$ cat config.mk
export PLATFORM = sky130hd
export DESIGN_NAME = uart_fc
export DESIGN_NICKNAME = d
export VERILOG_FILES = /design/src/hdl/uart_fc_pkg.sv /design/src/hdl/uart_fc.sv
export VERILOG_INCLUDE_DIRS = /design/src /design/src/hdl
export SDC_FILE = /design/constraint.sdc
export NUM_CORES = 1
export LEC_CHECK = 0
export BUFFER_PORTS_ARGS = -buffer_cell sky130_fd_sc_hd__buf_2
export CORE_ASPECT_RATIO = 0.9
export CORE_MARGIN = 3
export CORE_UTILIZATION = 35
export CTS_CLUSTER_DIAMETER = 60
export DETAILED_ROUTE_END_ITERATION = 10
export REMOVE_ABC_BUFFERS = 1
export SETUP_SLACK_MARGIN = 0.1
export SYNTH_ARGS = -nofsm -noshare
export SYNTH_HDL_FRONTEND = slang
export SYNTH_SLANG_ARGS = --single-unit
$ cat constraint.sdc
create_clock -name clk_i -period 3.25 [get_ports clk_i]
set_clock_uncertainty 0.15 [all_clocks]
set_input_delay 0.1625 -clock clk_i [delete_from_list [all_inputs] [get_ports clk_i]]
set_output_delay 0.1625 -clock clk_i [all_outputs]
set_load 0.05 [all_outputs]
$ cat src/hdl/uart_fc_params.svh
// Constants for the flow-controlled serial transceiver
`ifndef UART_FC_PARAMS_SVH
`define UART_FC_PARAMS_SVH

// ----------------------------------------------------------------------------
// Timing
// ----------------------------------------------------------------------------
`define UART_CLK_HZ        100000000
`define UART_MAX_BPS       1000000
// Minimum divisor at the top rate: clock cycles per bit
`define UART_MIN_DIV       (`UART_CLK_HZ / `UART_MAX_BPS)
`define UART_DIV_W         16
`define UART_DIV_RST       16'h0364

// ----------------------------------------------------------------------------
// Framing
// ----------------------------------------------------------------------------
`define UART_DATA_BITS     8
`define UART_BIT_CNT_W     3
`define UART_PARITY_RST    1'b0
`define UART_FLOW_RST      1'b0

`endif

$ cat src/hdl/uart_fc_pkg.sv
// Types shared by the flow-controlled serial transceiver
package uart_fc_pkg;

  // --------------------------------------------------------------------------
  // Configuration carrier
  // --------------------------------------------------------------------------
  typedef struct packed {
    logic        flow_en;    // Hardware flow control on
    logic        parity_en;  // Even parity on
    logic [15:0] divisor;    // Clock cycles per bit
  } uart_cfg_s;

  // --------------------------------------------------------------------------
  // Status carrier
  // --------------------------------------------------------------------------
  typedef struct packed {
    logic tx_busy;
    logic rx_busy;
    logic parity_err;
    logic frame_err;
    logic overrun;
  } uart_status_s;

  typedef enum logic [2:0] {
    ST_IDLE,
    ST_START,
    ST_DATA,
    ST_PARITY,
    ST_STOP
  } uart_state_e;

endpackage : uart_fc_pkg

$ cat src/hdl/uart_fc.sv
// Flow-controlled asynchronous serial transceiver, 8 data bits, 1 stop bit
`timescale 1ns/1ns
`include "uart_fc_params.svh"

module uart_fc (
  // Clock and reset
  input  wire logic                    clk_i,
  input  wire logic                    arst_n_i,
  // Configuration
  input  wire uart_fc_pkg::uart_cfg_s  cfg_i,
  input  wire logic                    sleep_i,
  // Transmit user side
  input  wire logic [7:0]              tx_data_i,
  input  wire logic                    tx_valid_i,
  output logic                         tx_ready_o,
  // Receive user side
  output logic [7:0]                   rx_data_o,
  output logic                         rx_valid_o,
  input  wire logic                    rx_ready_i,
  // Status
  output uart_fc_pkg::uart_status_s    status_o,
  // Serial pins
  output logic                         txd_o,
  input  wire logic                    rxd_i,
  output logic                         rts_n_o,
  input  wire logic                    cts_n_i
);
  import uart_fc_pkg::*;

  // --------------------------------------------------------------------------
  // Helpers
  // --------------------------------------------------------------------------
  // Clamp divisor so the rate never passes the top rate
  function automatic logic [15:0] eff_div(input logic [15:0] d);
    eff_div = (d < 16'(`UART_MIN_DIV)) ? 16'(`UART_MIN_DIV) : d;
  endfunction : eff_div

  // --------------------------------------------------------------------------
  // Pin synchronisers
  // --------------------------------------------------------------------------
  logic [1:0] rxd_sync_r;
  logic [1:0] cts_sync_r;

  // Two stages for asynchronous pins
  always_ff @(posedge clk_i or negedge arst_n_i) begin
    if (!arst_n_i) begin
      rxd_sync_r <= 2'h3;
      cts_sync_r <= 2'h3;
    end else begin
      rxd_sync_r <= {rxd_sync_r[0], rxd_i};
      cts_sync_r <= {cts_sync_r[0], cts_n_i};
    end
  end

  logic rxd_s;
  logic cts_off;
  assign rxd_s   = rxd_sync_r[1];
  assign cts_off = cfg_i.flow_en & cts_sync_r[1];

  logic [15:0] div;
  assign div = eff_div(cfg_i.divisor);

  // --------------------------------------------------------------------------
  // Transmitter
  // --------------------------------------------------------------------------
  uart_state_e tx_st_r;
  logic [15:0] tx_cnt_r;
  logic [2:0]  tx_bit_r;
  logic [7:0]  tx_sh_r;
  logic        tx_par_r;
  logic        tx_tick;
  assign tx_tick = (tx_cnt_r == div - 16'h0001);

  // Bit period counter
  always_ff @(posedge clk_i or negedge arst_n_i) begin
    if (!arst_n_i) tx_cnt_r <= 16'h0000;
    else if (tx_st_r == ST_IDLE || tx_tick) tx_cnt_r <= 16'h0000;
    else tx_cnt_r <= tx_cnt_r + 16'h0001;
  end

  // Frame sequencer and line driver
  always_ff @(posedge clk_i or negedge arst_n_i) begin
    if (!arst_n_i) begin
      tx_st_r    <= ST_IDLE;
      tx_bit_r   <= 3'h0;
      tx_sh_r    <= 8'h00;
      tx_par_r   <= 1'b0;
      txd_o      <= 1'b1;
      tx_ready_o <= 1'b0;
    end else begin
      tx_ready_o <= 1'b0;
      case (tx_st_r)
        ST_IDLE: begin
          txd_o <= 1'b1;
          if (tx_valid_i && tx_ready_o) begin
            tx_sh_r  <= tx_data_i;
            tx_par_r <= ^tx_data_i;
            tx_st_r  <= ST_START;
            txd_o    <= 1'b0;
          end else begin
            tx_ready_o <= !cts_off;
          end
        end
        ST_START: if (tx_tick) begin
          tx_st_r  <= ST_DATA;
          tx_bit_r <= 3'h0;
          txd_o    <= tx_sh_r[0];
        end
        ST_DATA: if (tx_tick) begin
          tx_sh_r  <= {1'b0, tx_sh_r[7:1]};
          if (tx_bit_r == 3'(`UART_DATA_BITS - 1)) begin
            if (cfg_i.parity_en) begin
              tx_st_r <= ST_PARITY;
              txd_o   <= tx_par_r;
            end else begin
              tx_st_r <= ST_STOP;
              txd_o   <= 1'b1;
            end
          end else begin
            tx_bit_r <= tx_bit_r + 3'h1;
            txd_o    <= tx_sh_r[1];
          end
        end
        ST_PARITY: if (tx_tick) begin
          tx_st_r <= ST_STOP;
          txd_o   <= 1'b1;
        end
        ST_STOP: if (tx_tick) begin
          tx_st_r <= ST_IDLE;
        end
        default: tx_st_r <= ST_IDLE;
      endcase
    end
  end

  // --------------------------------------------------------------------------
  // Receiver
  // --------------------------------------------------------------------------
  uart_state_e rx_st_r;
  logic [15:0] rx_cnt_r;
  logic [2:0]  rx_bit_r;
  logic [7:0]  rx_sh_r;
  logic        rx_tick;
  logic        rx_mid;
  assign rx_tick = (rx_cnt_r == div - 16'h0001);
  assign rx_mid  = (rx_cnt_r == {1'b0, div[15:1]});

  // Bit period counter, restarts on each falling start edge
  always_ff @(posedge clk_i or negedge arst_n_i) begin
    if (!arst_n_i) rx_cnt_r <= 16'h0000;
    else if (rx_st_r == ST_IDLE || rx_tick) rx_cnt_r <= 16'h0000;
    else rx_cnt_r <= rx_cnt_r + 16'h0001;
  end

  // Frame sampler, mid-bit sampling
  always_ff @(posedge clk_i or negedge arst_n_i) begin
    if (!arst_n_i) begin
      rx_st_r         <= ST_IDLE;
      rx_bit_r        <= 3'h0;
      rx_sh_r         <= 8'h00;
      rx_data_o       <= 8'h00;
      rx_valid_o      <= 1'b0;
      status_o        <= '0;
    end else begin
      status_o.tx_busy <= (tx_st_r != ST_IDLE);
      status_o.rx_busy <= (rx_st_r != ST_IDLE);
      if (rx_valid_o && rx_ready_i) rx_valid_o <= 1'b0;
      case (rx_st_r)
        ST_IDLE: if (!rxd_s) rx_st_r <= ST_START;
        ST_START: if (rx_mid) begin
          if (rxd_s) rx_st_r <= ST_IDLE; // Glitch, not a start bit
        end else if (rx_tick) begin
          rx_st_r  <= ST_DATA;
          rx_bit_r <= 3'h0;
        end
        ST_DATA: if (rx_mid) begin
          rx_sh_r <= {rxd_s, rx_sh_r[7:1]};
        end else if (rx_tick) begin
          if (rx_bit_r == 3'(`UART_DATA_BITS - 1)) begin
            rx_st_r <= cfg_i.parity_en ? ST_PARITY : ST_STOP;
          end else begin
            rx_bit_r <= rx_bit_r + 3'h1;
          end
        end
        ST_PARITY: if (rx_mid) begin
          status_o.parity_err <= (rxd_s != ^rx_sh_r);
        end else if (rx_tick) begin
          rx_st_r <= ST_STOP;
        end
        ST_STOP: if (rx_mid) begin
          rx_st_r            <= ST_IDLE;
          status_o.frame_err <= !rxd_s;
          status_o.overrun   <= rx_valid_o && !rx_ready_i;
          if (!(rx_valid_o && !rx_ready_i)) begin
            rx_data_o  <= rx_sh_r;
            rx_valid_o <= 1'b1;
          end
          if (!cfg_i.parity_en) status_o.parity_err <= 1'b0;
        end
        default: rx_st_r <= ST_IDLE;
      endcase
    end
  end

  // --------------------------------------------------------------------------
  // Request-to-send
  // --------------------------------------------------------------------------
  // Off (high) when holding an unread byte or asleep; on always if flow is off
  always_ff @(posedge clk_i or negedge arst_n_i) begin
    if (!arst_n_i) rts_n_o <= 1'b1;
    else rts_n_o <= cfg_i.flow_en & (sleep_i | rx_valid_o);
  end

endmodule : uart_fc

Word-level counts from Yosys, hierarchy flattened
Index checks and enable logic that the tools add are counted.
{"block": "classes", "add_sub_neg": 5, "multipliers": 0, "div_mod_pow": 0, "magnitude_cmp": 1, "eq_ne": 35, "n_shift": 0, "muxes": 51, "bitwise_logic": 4, "reduce_logical": 30}
{"operator": "$mux W3", "n": 25}
{"operator": "$mux W16", "n": 3}
{"operator": "$ne A2 B2 Y1 const B", "n": 18}
{"operator": "$add A16 B1 Y16 const B", "n": 2}
{"operator": "$eq A16 B16 Y1", "n": 2}
{"operator": "$pmux W3 S5", "n": 2}
{"operator": "$eq A16 B15 Y1", "n": 1}
{"operator": "$lt A16 B7 Y1 const B", "n": 1}
{"operator": "$mux W8", "n": 2}
{"operator": "$pmux W8 S2", "n": 1}
{"operator": "$reduce_xor A8 Y1", "n": 2}
{"operator": "$sub A16 B1 Y16 const B", "n": 1}
{"operator": "$mux W1", "n": 14}
{"operator": "$eq A3 B2 Y1 const B", "n": 4}
{"operator": "$eq A3 B3 Y1 const B", "n": 4}
{"operator": "$pmux W3 S2", "n": 2}
{"operator": "$reduce_and A4 Y1", "n": 3}
{"operator": "$reduce_and A6 Y1", "n": 2}
{"operator": "$reduce_and A9 Y1", "n": 1}
{"operator": "$reduce_bool A2 Y1", "n": 4}
{"operator": "$add A3 B1 Y3 const B", "n": 2}
{"operator": "$eq A3 B1 Y1 const B", "n": 2}
{"operator": "$logic_not A3 Y1", "n": 2}
{"operator": "$ne A3 B3 Y1 const B", "n": 2}
{"operator": "14 further kinds", "n": 24}
{"block": "totals", "register_bits": 82, "latchBits": 0, "mem_bits_rw": 0, "rom_bits": 0, "in_bits": 33, "output_inout_bits": 17, "elab_cells": 147, "memories": 0}

Depth between registers and ports, before layout
Gate-level depths: netlist of the first run.
{"block": "logic_depth", "word_depth": 7, "mapped_depth": 17, "ltp_nobuf": 12}

Worst setup path before layout of the first run
OpenSTA, ideal clock, no wires.
{"block": "synth_path", "path_kind": "input-to-reg", "from": "input cfg_i[2] (netlist name)", "to": "register rx_bit_r[0]", "t_arrival_ns": 3.812, "required_ns": 2.972, "setup_slack_ns": -0.839, "cell_stages": 15, "path_cell_list": "buf_2 o311ai_2 nand4_1 clkbuf_1 nand2_1 ha_1 clkbuf_1 nor4b_2 nand2_1 nor4b_1 xor3_1 nor4_1 nand4_2 nor3_2 mux2_1"}
{"block": "synth_via", "elab_chain_cells": 6, "word_cells_on_any_way": 10}
{"item": "start: declaration", "line_no": "uart_fc.sv:10", "text": "input wire uart_fc_pkg::uart_cfg_s cfg_i,"}
{"item": "$lt A16 B7 Y1", "line_no": "uart_fc.sv:35", "text": "eff_div = (d < 16'(`UART_MIN_DIV)) ? 16'(`UART_MIN_DIV) : d;"}
{"item": "$mux W16 *", "line_no": "uart_fc.sv:35"}
{"item": "$sub A16 B1 Y16", "line_no": "uart_fc.sv:145", "text": "assign rx_tick = (rx_cnt_r == div - 16'h0001);"}
{"item": "$eq A16 B16 Y1", "line_no": "uart_fc.sv:145"}
{"item": "$ne A2 B2 Y1 (no source line)"}
{"item": "$reduce_and A6 Y1 (no source line) *"}
{"item": "end signal: assignment", "line_no": "uart_fc.sv:182", "text": "rx_bit_r <= rx_bit_r + 3'h1;"}
{"item": "end: declaration", "line_no": "uart_fc.sv:141", "text": "logic [2:0] rx_bit_r;"}
Mark *: on every way between the ends. The rest lies on a longest branch, timed or not.
A chain may end at the register's enable or synchronous reset.

Worst setup path in the final report of the first run
{"block": "layout_path", "from": "input cfg_i[3] (netlist name)", "to": "register tx_sh_r[5]"}
{"block": "layout_via", "elab_chain_cells": 6}
{"item": "$lt A16 B7 Y1", "line_no": "uart_fc.sv:35"}
{"item": "$mux W16 *", "line_no": "uart_fc.sv:35"}
{"item": "$sub A16 B1 Y16 *", "line_no": "uart_fc.sv:72", "text": "assign tx_tick = (tx_cnt_r == div - 16'h0001);"}
{"item": "$eq A16 B16 Y1 *", "line_no": "uart_fc.sv:72"}
{"item": "$ne A2 B2 Y1 (no source line) *"}
{"item": "$reduce_and A3 Y1 (no source line) *"}
{"item": "end signal: assignment", "line_no": "uart_fc.sv:96", "text": "tx_sh_r <= tx_data_i;"}
{"item": "end signal: assignment", "line_no": "uart_fc.sv:110", "text": "tx_sh_r <= {1'b0, tx_sh_r[7:1]};"}
{"item": "end: declaration", "line_no": "uart_fc.sv:69", "text": "logic [7:0] tx_sh_r;"}
Marked as above.

==> metrics.md, run 1 <==
| Metric | Value |
|---|---|
| Antenna Cells | 0 |
| Peak supply drop | 0.352 mV |
| CTS tree | done |
| Register area share after synthesis | 0.387 |
| Final WL | 15100 um |
| Synthesized area | 5330 sq um |
| Hold worst-path end | tx_sh_r[7]$_DFFE_PN0P_ |
| Largest net degree at the start of global routing | 37 |
| Clock root cell | clkbuf_16 |
| Worst slew pin tran | 0.494 ns |
| Ys Warns | 0 |
| P per Cell Area | 466 nW/um^2 |
| Slew Limit Headroom | 0.671 |
| Worst hold path type | in -> reg |
| Synth area leader | dfrtp_1 |
| R2R depth | 10 |
| Share of cells above drive strength 1 | 0.355 |
| Initial DRC count | 473 |
| Via count | 4819 |
| Final min period | 3.41 ns |
| Width of the die | 136 um |
| Starting Density | 0.359 |
| Top cell type's share of synthesized area | 0.357 |
| R2r endpoint | tx_sh_r[5]$_DFFE_PN0P_ |
| Combinational Power Share | 0.288 |
| Filler Cells Inserted | 1423 |
| Synth area leaders | dfrtp_1, xnor2_1, xor2_1, nor2_1, mux2_2 |
| WS Path Type | in -> reg |
| Post-DP HPWL | 10700 um |
| RSZ-0062 raised after global routing | true |
| Synth-to-Final Area Change | 35.3% |
| Global placement routability congestion | 0.923 |
| Critical path arrival | 3.48 ns |
| # IOs | 50 |
| Final period util | 1.05 |
| # clock sinks | 82 |
| Reg-to-reg startpoint | tx_cnt_r[1]$_DFF_PN0_ |
| Number of flops mapped to enable cells by yosys | 0 |
| Die H | 123 um |
| Pint | 2310 uW |
| Core area | 14800 sq um |
| R2r setup slk | 0.35 ns |
| Post-synth cell types | 72 |
| Setup crit end kind | register |
| Clock Power Share | 0.320 |
| Achievable Freq | 294 MHz |
| Die area | 16700 sq um |
| Post-layout instance area | 7200 sq um |
| Drt first pass iters | 5 |
| Power, Total | 3360 uW |
| Ys async rst share | 1.00 |
| Cell count after synthesis | 580 |
| Total track usage | 0.183 |
| Top-count cell post-synth | dfrtp_1 |
| Row cnt | 42 |
| Vias per cell | 5.44 |
| Initial antenna violation count | 0 |
| Maxcap violations | 0 |
| Clock Path Buffers | 2 |
| DRT antenna net count | 0 |
| PortBufs | 49 |
| Clock Latency Late Sink | 0.34 ns |
| Slew Limit Fails | 0 |
| Hold Startpoint | tx_data_i[7] |
| Avg WL per Cell | 17.1 um |
| Max FO, Critical Path | 8 |
| Switch Pwr | 1050 uW |
| Final setup margin | -0.156 ns |
| H-Tree Depth | 3 |
| Clock transition at the registers of the reported paths | 0.06 ns |
| Worst Hold Path Cells | 3 |
| Failing checks | setup timing |
| Leak Pwr | 0.00303 uW |
| Final setup violation count | 21 |
| Req. time, crit path | 3.32 ns |
| Register bit total from synthesis | 82 |
| Vias in the first global route | 4831 |
| Final hold slack | 0.0231 ns |
| Sw Share | 0.312 |
| Global route overflow | 0 |
| TritonCTS buffer count | 9 |
| Final hold violation count | 0 |
| Global-route wire length before repair | 24600 um |
| Area post-placement | 6160 sq um |
| Nets | 723 |
| Remaining DRCs | 0 |
| Most instantiated cells after synthesis | dfrtp_1, nor2_1, xnor2_1 |
| Top FF cell, synth | dfrtp_1 |
| Power share of the sequential group | 0.392 |
| Outcome | finished with violations |
| Syn Area/Cell | 9.18 sq um |
| Startpoint types | primary input |
-- how the worst max path moves through the flow --
stage	from	end	slack, ns	depth (start not counted)
after floorplan	cfg_i[4]	tx_sh_r[1]$_DFFE_PN0P_	-0.74	12
after global placement	cfg_i[14]	tx_sh_r[1]$_DFFE_PN0P_	-0.65	16
after detailed placement	cfg_i[14]	tx_sh_r[6]$_DFFE_PN0P_	-0.65	16
after CTS	cfg_i[14]	tx_sh_r[5]$_DFFE_PN0P_	-0.07	15
after global routing	cfg_i[14]	tx_sh_r[5]$_DFFE_PN0P_	-0.30	15
final	cfg_i[3]	tx_sh_r[5]$_DFFE_PN0P_	-0.16	15
-- worst max-delay path: stages --
cell and delay, ns:
buf_2 0.13, o311ai_4 0.28, nand4_1 0.20, nand2_1 0.16, ha_4 0.16, or4b_4 0.48
o21ai_4 0.16, a21oi_2 0.08, or4_4 0.52, nor4_4 0.14, buf_4 0.15, nand4_1 0.17
buf_4 0.21, nand2b_4 0.18, o221a_2 0.29
-- stage by stage --
stage	cells	util	TNS (ns)	setup slack [ns]
after floorplan	540	-	-29.48	-0.744
after global placement	851	0.416	-25.80	-0.653
after CTS	883	0.465	-0.355	-0.0667
after global routing	886	0.486	-6.81	-0.300
final	886	0.486	-1.88	-0.156
after detailed placement	851	0.416	-27.16	-0.651
-- layout by cell type (no fill, tap or decap), types with 8 or more instances in the layout --
cell type,n
buf_6,9
nor2b_1,8
buf_2,45
nand3_1,26
xnor2_1,44
nor2_1,27
o21ai_0,16
buf_4,67
nor3_1,17
nand2b_1,17
xor2_1,25
a21oi_1,17
nor2_4,29
mux2i_1,11
dfrtp_1,76
nand4_1,9
nand2_1,23
mux2_2,16
clkbuf_16,10
inv_1,23
and3_1,11
-- registers in the layout (all words and copies together), names as in the netlist --
register,flops
rx_sh_r,8
rts_n_o,1
tx_bit_r,3
tx_ready_o,1
status_o,5
tx_cnt_r,16
txd_o,1
rx_bit_r,3
rxd_sync_r,2
cts_sync_r,2
tx_par_r,1
rx_cnt_r,16
rx_data_o,8
tx_st_r,3
rx_valid_o,1
rx_st_r,3
tx_sh_r,8
-- per-layer routing --
layer  wire length (um)  GRT usage  up-vias
met5                  0          0        -
met4                198     0.0479        0
met3               1030     0.0386       21
met2               7120      0.298      182
met1               6780      0.250     2342
li1                   -          -     2274
-- kinds of logic (layout without fill, tap and decap cells) --
group	after synthesis	after routing	share of synthesized area
flops	82	82	0.387
buf+inv	63	171	0.0477
fa+ha+maj	7	7	0.0164
xor+xnor	71	71	0.122
compound gates	99	99	0.133
simple gates	230	230	0.237
mux	28	28	0.0566
-- power groups by stage --
stage / clock (uW) / combinational, uW / sequential [uW]
after CTS: 1100 / 839 / 1320
final: 1070 / 967 / 1320
after global routing: 1150 / 1050 / 1340
after floorplan: 0 / 431 / 1330
after detailed placement: 0 / 767 / 1320
after global placement: 0 / 754 / 1320
-- layout make-up --
type / count / area, sq um / share of cell area
Multi-Input combinational cell: 435 / 3510 / 0.487
Sequential cell: 82 / 2060 / 0.286
Timing Repair Buffer: 132 / 990 / 0.137
Tap cell: 198 / 248 / 0.0344
Clock buffer: 12 / 236 / 0.0328
Inverter: 23 / 86.3 / 0.0120
Clock inverter: 4 / 76.3 / 0.0106
-- repair_timing --
| action | 4_1_cts | 5_1_grt |
|---|---|---|
| pin swaps | 22 | 32 |
| gates cloned | 1 | 1 |
| buffers inserted | 9 | 3 |
| endpoints found under the hold margin | 39 | 0 |
| gates resized for setup | 58 | 72 |
| hold buffers | 6 | 0 |
| endpoints found under the setup margin | 53 | 65 |
No activity file was read; power rests on OpenSTA's default activity.
==> run 2, diff against run 1 <==
==> constraint.sdc (replaced) <==
create_clock -name clk_i -period 3.25 [get_ports clk_i]
set_clock_uncertainty 0.15 [all_clocks]
set_input_delay 0.65 -clock clk_i [delete_from_list [all_inputs] [get_ports clk_i]]
set_output_delay 0.65 -clock clk_i [all_outputs]
set_load 0.05 [all_outputs]
==> run 2 against run 1 <==
Effect of this change: the flow still finishes with violations (setup timing); sequential share of layout area fell by 0.21 points; via count is 0.64% higher; critical path type unchanged; highest routed layer unchanged; cell area is 0.73% higher; first-iteration DRC count fell by 35%; global-route usage barely moved; register-to-register slack better by 0.06 ns.
==> metrics.md, run 2 (synthesis gave the netlist of run 1 again) <==
| Metric | Value |
|---|---|
| Setup crit end kind | register |
| Post-DP HPWL | 10800 um |
| Drt first pass iters | 5 |
| Final setup margin | -0.604 ns |
| Die area | 16700 sq um |
| TritonCTS buffer count | 9 |
| Multi-input gate area | 3510 sq um |
| Outcome | finished with violations |
| DRT antenna net count | 0 |
| Critical path arrival | 3.94 ns |
| Largest net degree at the start of global routing | 44 |
| Most frequent cells in the layout | dfrtp_1, buf_4, buf_2 |
| Peak supply drop | 0.368 mV |
| Row cnt | 42 |
| H-Tree Depth | 3 |
| Final hold violation count | 0 |
| WS Path Type | in -> reg |
| Power, Total | 3350 uW |
| Leak Pwr | 0.00309 uW |
| Worst slew pin tran | 0.598 ns |
| Share of cells above drive strength 1 | 0.364 |
| Antenna Cells | 0 |
| Total track usage | 0.183 |
| Final hold slack | 0.159 ns |
| Regs by FF count | rx_cnt_r (16), tx_cnt_r (16) |
| Slew Limit Fails | 0 |
| Worst hold path type | in -> async |
| Combinational Power Share | 0.289 |
| Remaining DRCs | 0 |
| Via count | 4850 |
| Max FO, Critical Path | 8 |
| Width of the die | 136 um |
| RSZ-0062 raised after global routing | true |
| Initial antenna violation count | 0 |
| Switch Pwr | 1100 uW |
| Clock Power Share | 0.313 |
| Slew Limit Headroom | 0.601 |
| Hold buffer count at CTS | 0 |
| Final WL | 15400 um |
| Vias per cell | 5.46 |
| Clock transition at the registers of the reported paths | 0.06 ns |
| Layout Utilization | 0.490 |
| Final period util | 1.19 |
| P per Cell Area | 461 nW/um^2 |
| DP Worst Slack | -1.29 ns |
| PortBufs | 49 |
| Sw Share | 0.330 |
| Pint | 2240 uW |
| Clock root cell | clkbuf_16 |
| Starting Density | 0.359 |
| Filler Cells Inserted | 1385 |
| Commonest non-fill, non-tap cell in the layout | dfrtp_1 |
| Core area | 14800 sq um |
| Avg WL per Cell | 17.4 um |
| Nets | 725 |
| Achievable Freq | 259 MHz |
| Req. time, crit path | 3.34 ns |
| Power share of the sequential group | 0.398 |
| Clock Path Buffers | 2 |
| Global placement routability congestion | 0.901 |
| Global route overflow | 0 |
| Maxcap violations | 0 |
| Register area | 2060 sq um |
| Vias in the first global route | 4785 |
| Final setup violation count | 53 |
| Synth-to-Final Area Change | 36.3% |
| Global-route wire length before repair | 24400 um |
| Startpoint types | primary input |
| CTS tree | done |
| # clock sinks | 82 |
| Failing checks | setup timing |
| Die H | 123 um |
| # IOs | 50 |
| Initial DRC count | 307 |
| Setup TNS | -26.54 ns |
| Clock Latency Late Sink | 0.35 ns |
| Final min period | 3.85 ns |
==> run 2: cell count changes in the layout (fill, tap and decap cells not counted), sizes merged <==
| cell | before | now |
|---|---|---|
| buf | 125 | 133 |
| bufinv | 2 | 1 |
| clkbuf | 13 | 11 |
| clkinv | 1 | 0 |
| clkinvlp | 1 | 2 |
| dlygate4sd3 | 6 | 0 |
| inv | 23 | 26 |
==> run 2: area by class of cell <==
| cell class | count | share of cell area |
|---|---|---|
| clock buffers | 10 | 0.0316 |
| clock inverters | 6 | 0.0102 |
| inverters | 23 | 0.0119 |
| multi-input cells | 435 | 0.484 |
| flip-flops and latches | 82 | 0.284 |
| well taps | 198 | 0.0341 |
| repair buffers | 134 | 0.144 |
==> run 2: metal layers <==
metal,vias to the layer above,routed length [um],GRT usage
met5,-,0,0
met4,0,272,0.0586
met3,24,933,0.0403
met2,167,7280,0.295
met1,2380,6960,0.247
li1,2279,-,-
==> run 2: what timing repair did <==
item	in CTS	in global routing
cloned	1	1
pin swaps	18	39
setup buffers	6	8
resized for setup	34	94
endpoints found under the setup margin	53	61
==> run 2: critical path: stages <==
cell and delay (ns):
buf_8 0.10, o311ai_4 0.29, nand4_1 0.27, nand2_2 0.16
ha_4 0.16, buf_12 0.10, or4b_4 0.47, o41ai_2 0.21
o41a_1 0.24, xnor2_1 0.09, nor4_2 0.35, nand4_1 0.18
buf_6 0.18, nand2b_4 0.19, o221a_4 0.30
==> run 2: path summary, 6_finish.rpt <==
check	start	to	slack (ns)	cells past startpoint
max	cfg_i[2]	tx_sh_r[2]$_DFFE_PN0P_	-0.60	15
min	arst_n_i	rx_cnt_r[11]$_DFF_PN0_	0.16	1
max reg2reg	tx_cnt_r[1]$_DFF_PN0_	tx_sh_r[2]$_DFFE_PN0P_	0.41	9
min reg2reg	rxd_sync_r[0]$_DFF_PN1_	rxd_sync_r[1]$_DFF_PN1_	0.21	0
max in group asynchronous	arst_n_i	txd_o$_DFFE_PN1P_	2.10	2
min in group clk_i	rxd_sync_r[0]$_DFF_PN1_	rxd_sync_r[1]$_DFF_PN1_	0.21	0
==> run 2: power by group through the flow <==
stage                     clock (uW)  combinational [uW]  sequential [uW]
after floorplan                    0                 431             1330
after global placement             0                 741             1320
after detailed placement           0                 760             1330
after CTS                       1080                 793             1310
after global routing            1120                1050             1350
final                           1050                 968             1330
==> run 2: per-stage QoR <==
step | std cells | cell area [sq um]
5_1_grt | 888 | 7260
4_1_cts | 879 | 6740
6_report | 888 | 7260
2_1_floorplan | 540 | 5160
3_3_place_gp | 856 | 6220
3_5_place_dp | 856 | 6220
==> run 3, diff against run 2 <==
--- a/config.mk
+++ b/config.mk
@@ -7,11 +7,14 @@
 export NUM_CORES = 1
 export LEC_CHECK = 0
 export BUFFER_PORTS_ARGS = -buffer_cell sky130_fd_sc_hd__buf_2
+export CELL_PAD_IN_SITES_DETAIL_PLACEMENT = 1
+export CELL_PAD_IN_SITES_GLOBAL_PLACEMENT = 1
 export CORE_ASPECT_RATIO = 0.9
 export CORE_MARGIN = 3
 export CORE_UTILIZATION = 35
 export CTS_CLUSTER_DIAMETER = 60
 export DETAILED_ROUTE_END_ITERATION = 10
+export PLACE_DENSITY_LB_ADDON = 0.1
 export REMOVE_ABC_BUFFERS = 1
 export SETUP_SLACK_MARGIN = 0.1
 export SYNTH_ARGS = -nofsm -noshare
==> run 3 against run 2 <==
Effect of this change: the run still ends with setup timing left; cell count decreased by 0.23%; die area unchanged; non-clock buffer count decreased by 2; maximum frequency decreased by 4.8%; routed wire length increased by 6.7%; combinational power decreased by 12%; setup slack got worse by 0.20 ns; via count decreased by 1.7%; register-to-register slack got worse by 0.13 ns; critical path depth increased by 1; first-iteration DRC count decreased by 24%; critical endpoint is now tx_sh_r[3]$_DFFE_PN0P_; largest cell class unchanged; largest power group unchanged.
==> metrics.md, run 3 (synthesis gave the netlist of run 1 again) <==
| Metric | Value |
|---|---|
| Outcome | finished with violations |
| Failing checks | setup timing |
| Combinational Power Share | 0.261 |
| Maxcap violations | 0 |
| Initial DRC count | 233 |
| Global route overflow | 0 |
| Drt first pass iters | 4 |
| Antenna Cells | 0 |
| Final setup margin | -0.800 ns |
| Final hold violation count | 0 |
| R2r setup slk | 0.28 ns |
| Max FO, Critical Path | 7 |
| Initial antenna violation count | 0 |
| Slew Limit Fails | 0 |
| Clock Path Buffers | 2 |
| # IOs | 50 |
| Most frequent cells in the layout | buf_4, dfrtp_1, nor2_1 |
| Critical path arrival | 4.19 ns |
| Vias per cell | 5.38 |
| Post-DP HPWL | 12100 um |
| Regs by FF count | rx_cnt_r (16), tx_cnt_r (16) |
| CTS tree | done |
| Sw Share | 0.316 |
| TritonCTS buffer count | 9 |
| Nets | 723 |
| Die H | 123 um |
| Avg WL per Cell | 18.6 um |
| Global-route wire length before repair | 26800 um |
| Final period util | 1.25 |
| Startpoint types | primary input |
| Total track usage | 0.204 |
| Clock Power Share | 0.335 |
| DRT antenna net count | 0 |
| Largest net degree at the start of global routing | 83 |
| Share of cells above drive strength 1 | 0.317 |
| Core area | 14800 sq um |
| Peak supply drop | 0.224 mV |
| Pint | 2240 uW |
| Slew Limit Headroom | 0.285 |
| P per Cell Area | 474 nW/um^2 |
| Synth-to-Final Area Change | 29.8% |
| R2R depth | 10 |
| Filler Cells Inserted | 1756 |
| Hold worst-path end | rxd_sync_r[1]$_DFF_PN1_ |
| Width of the die | 136 um |
| Vias in the first global route | 4999 |
| Clock Latency Late Sink | 0.35 ns |
| H-Tree Depth | 3 |
| Hold buffer count at CTS | 0 |
| Layout Utilization | 0.466 |
| Clock root cell | clkbuf_16 |
| WS Path Type | in -> reg |
| Worst Hold Path Cells | 0 |
| Achievable Freq | 247 MHz |
| Final setup violation count | 53 |
| Hold Startpoint | rxd_sync_r[0]$_DFF_PN1_ |
| PortBufs | 49 |
| Global placement routability congestion | 0.895 |
| Req. time, crit path | 3.39 ns |
| Worst slew pin tran | 1.07 ns |
| CP Cell Sequence | buf_6, o311ai_4, nand4_1, nand2_1, ha_4, or4b_4, o21ai_2, a21oi_1, or4_1, nor4_2, buf_4, nand4_1, buf_4, o21ai_2, buf_6, o221a_2 |
| # clock sinks | 82 |
| RSZ-0062 raised after global routing | true |
| Die area | 16700 sq um |
| Switch Pwr | 1040 uW |
| Leak Pwr | 0.00308 uW |
| Final WL | 16500 um |
| Slowest cell on crit path | or4_1 |
| CP max stage delay | 0.51 ns |
| Final min period | 4.05 ns |
| Worst hold path type | reg -> reg |
| Power share of the sequential group | 0.404 |
| Via count | 4767 |
| Row cnt | 42 |
| Reg-to-reg startpoint | tx_cnt_r[15]$_DFF_PN0_ |
| Remaining DRCs | 0 |
| R2r endpoint | tx_sh_r[3]$_DFFE_PN0P_ |
| Starting Density | 0.359 |
| Final hold slack | 0.207 ns |
| Setup crit end kind | register |
| Commonest non-fill, non-tap cell in the layout | buf_4 |
| Clock transition at the registers of the reported paths | 0.06 ns |
[run 3: cell types whose count changed in the layout (fill, tap and decap cells not counted), sizes merged]
cell and change:
clkbuf -1, bufinv +1, buf -1, clkinv +2
inv -2, clkinvlp -1
[run 3: cell type report]
cell class                 count  area [sq um]  share of cell area
clock inverter                 6          90.1              0.0130
inverter                      23          86.3              0.0125
timing repair buffer         132           946               0.137
tap                          198           248              0.0358
multi-input combinational    435          3250               0.471
clock buffer                  10           229              0.0331
sequential                    82          2060               0.298
[run 3: stage by stage]
stage | std cells | power [uW] | instance area (sq um) | setup TNS, ns | setup slack [ns]
floorplan | 540 | 1760 | 5160 | -55.32 | -1.23
global placement | 861 | 2080 | 6250 | -59.23 | -1.20
detailed placement | 861 | 2110 | 6250 | -65.38 | -1.34
CTS | 882 | 3300 | 6780 | -28.74 | -0.717
global route | 886 | 3470 | 6910 | -42.68 | -0.995
finish | 886 | 3280 | 6910 | -31.59 | -0.800
[run 3: worst max-delay path, delay by kind of cell]
kind,cells,cell delay (ns)
buffers and inverters,4,0.64
and+or+nand+nor,6,1.85
AOI/OAI and AO/OA,5,0.86
adders and majority gates,1,0.17
[run 3: per-layer routing]
layer,track usage,wire length [um],vias up
met5,0,0,-
met4,0.0510,276,0
met3,0.0370,653,19
met2,0.348,8200,81
met1,0.269,7340,2400
li1,-,-,2267
[run 3: power by group through the flow]
stage                     Clock, uW  Sequential (uW)  Combinational (uW)
after floorplan                   0             1330                 431
after global placement            0             1330                 753
after detailed placement          0             1330                 779
after CTS                      1140             1320                 838
after global routing           1180             1350                 947
final                          1100             1330                 856
[run 3: repair_timing]
| item | in CTS | in global routing |
|---|---|---|
| pin swaps | 6 | 11 |
| gates resized for setup | 39 | 18 |
| setup endpoints to repair | 53 | 70 |
| setup buffers | 4 | 4 |
| cloned | 1 | 0 |
[run 3: worst max-delay path by stage]
stage | from | slack, ns | depth (start not counted) | endpoint
after floorplan | cfg_i[4] | -1.23 | 12 | tx_sh_r[1]$_DFFE_PN0P_
after global placement | cfg_i[14] | -1.20 | 14 | tx_sh_r[5]$_DFFE_PN0P_
after detailed placement | cfg_i[14] | -1.34 | 16 | tx_bit_r[0]$_DFFE_PN0P_
after CTS | cfg_i[14] | -0.72 | 16 | tx_sh_r[2]$_DFFE_PN0P_
after global routing | cfg_i[14] | -1.0 | 16 | tx_sh_r[1]$_DFFE_PN0P_
final | cfg_i[4] | -0.80 | 16 | tx_sh_r[3]$_DFFE_PN0P_
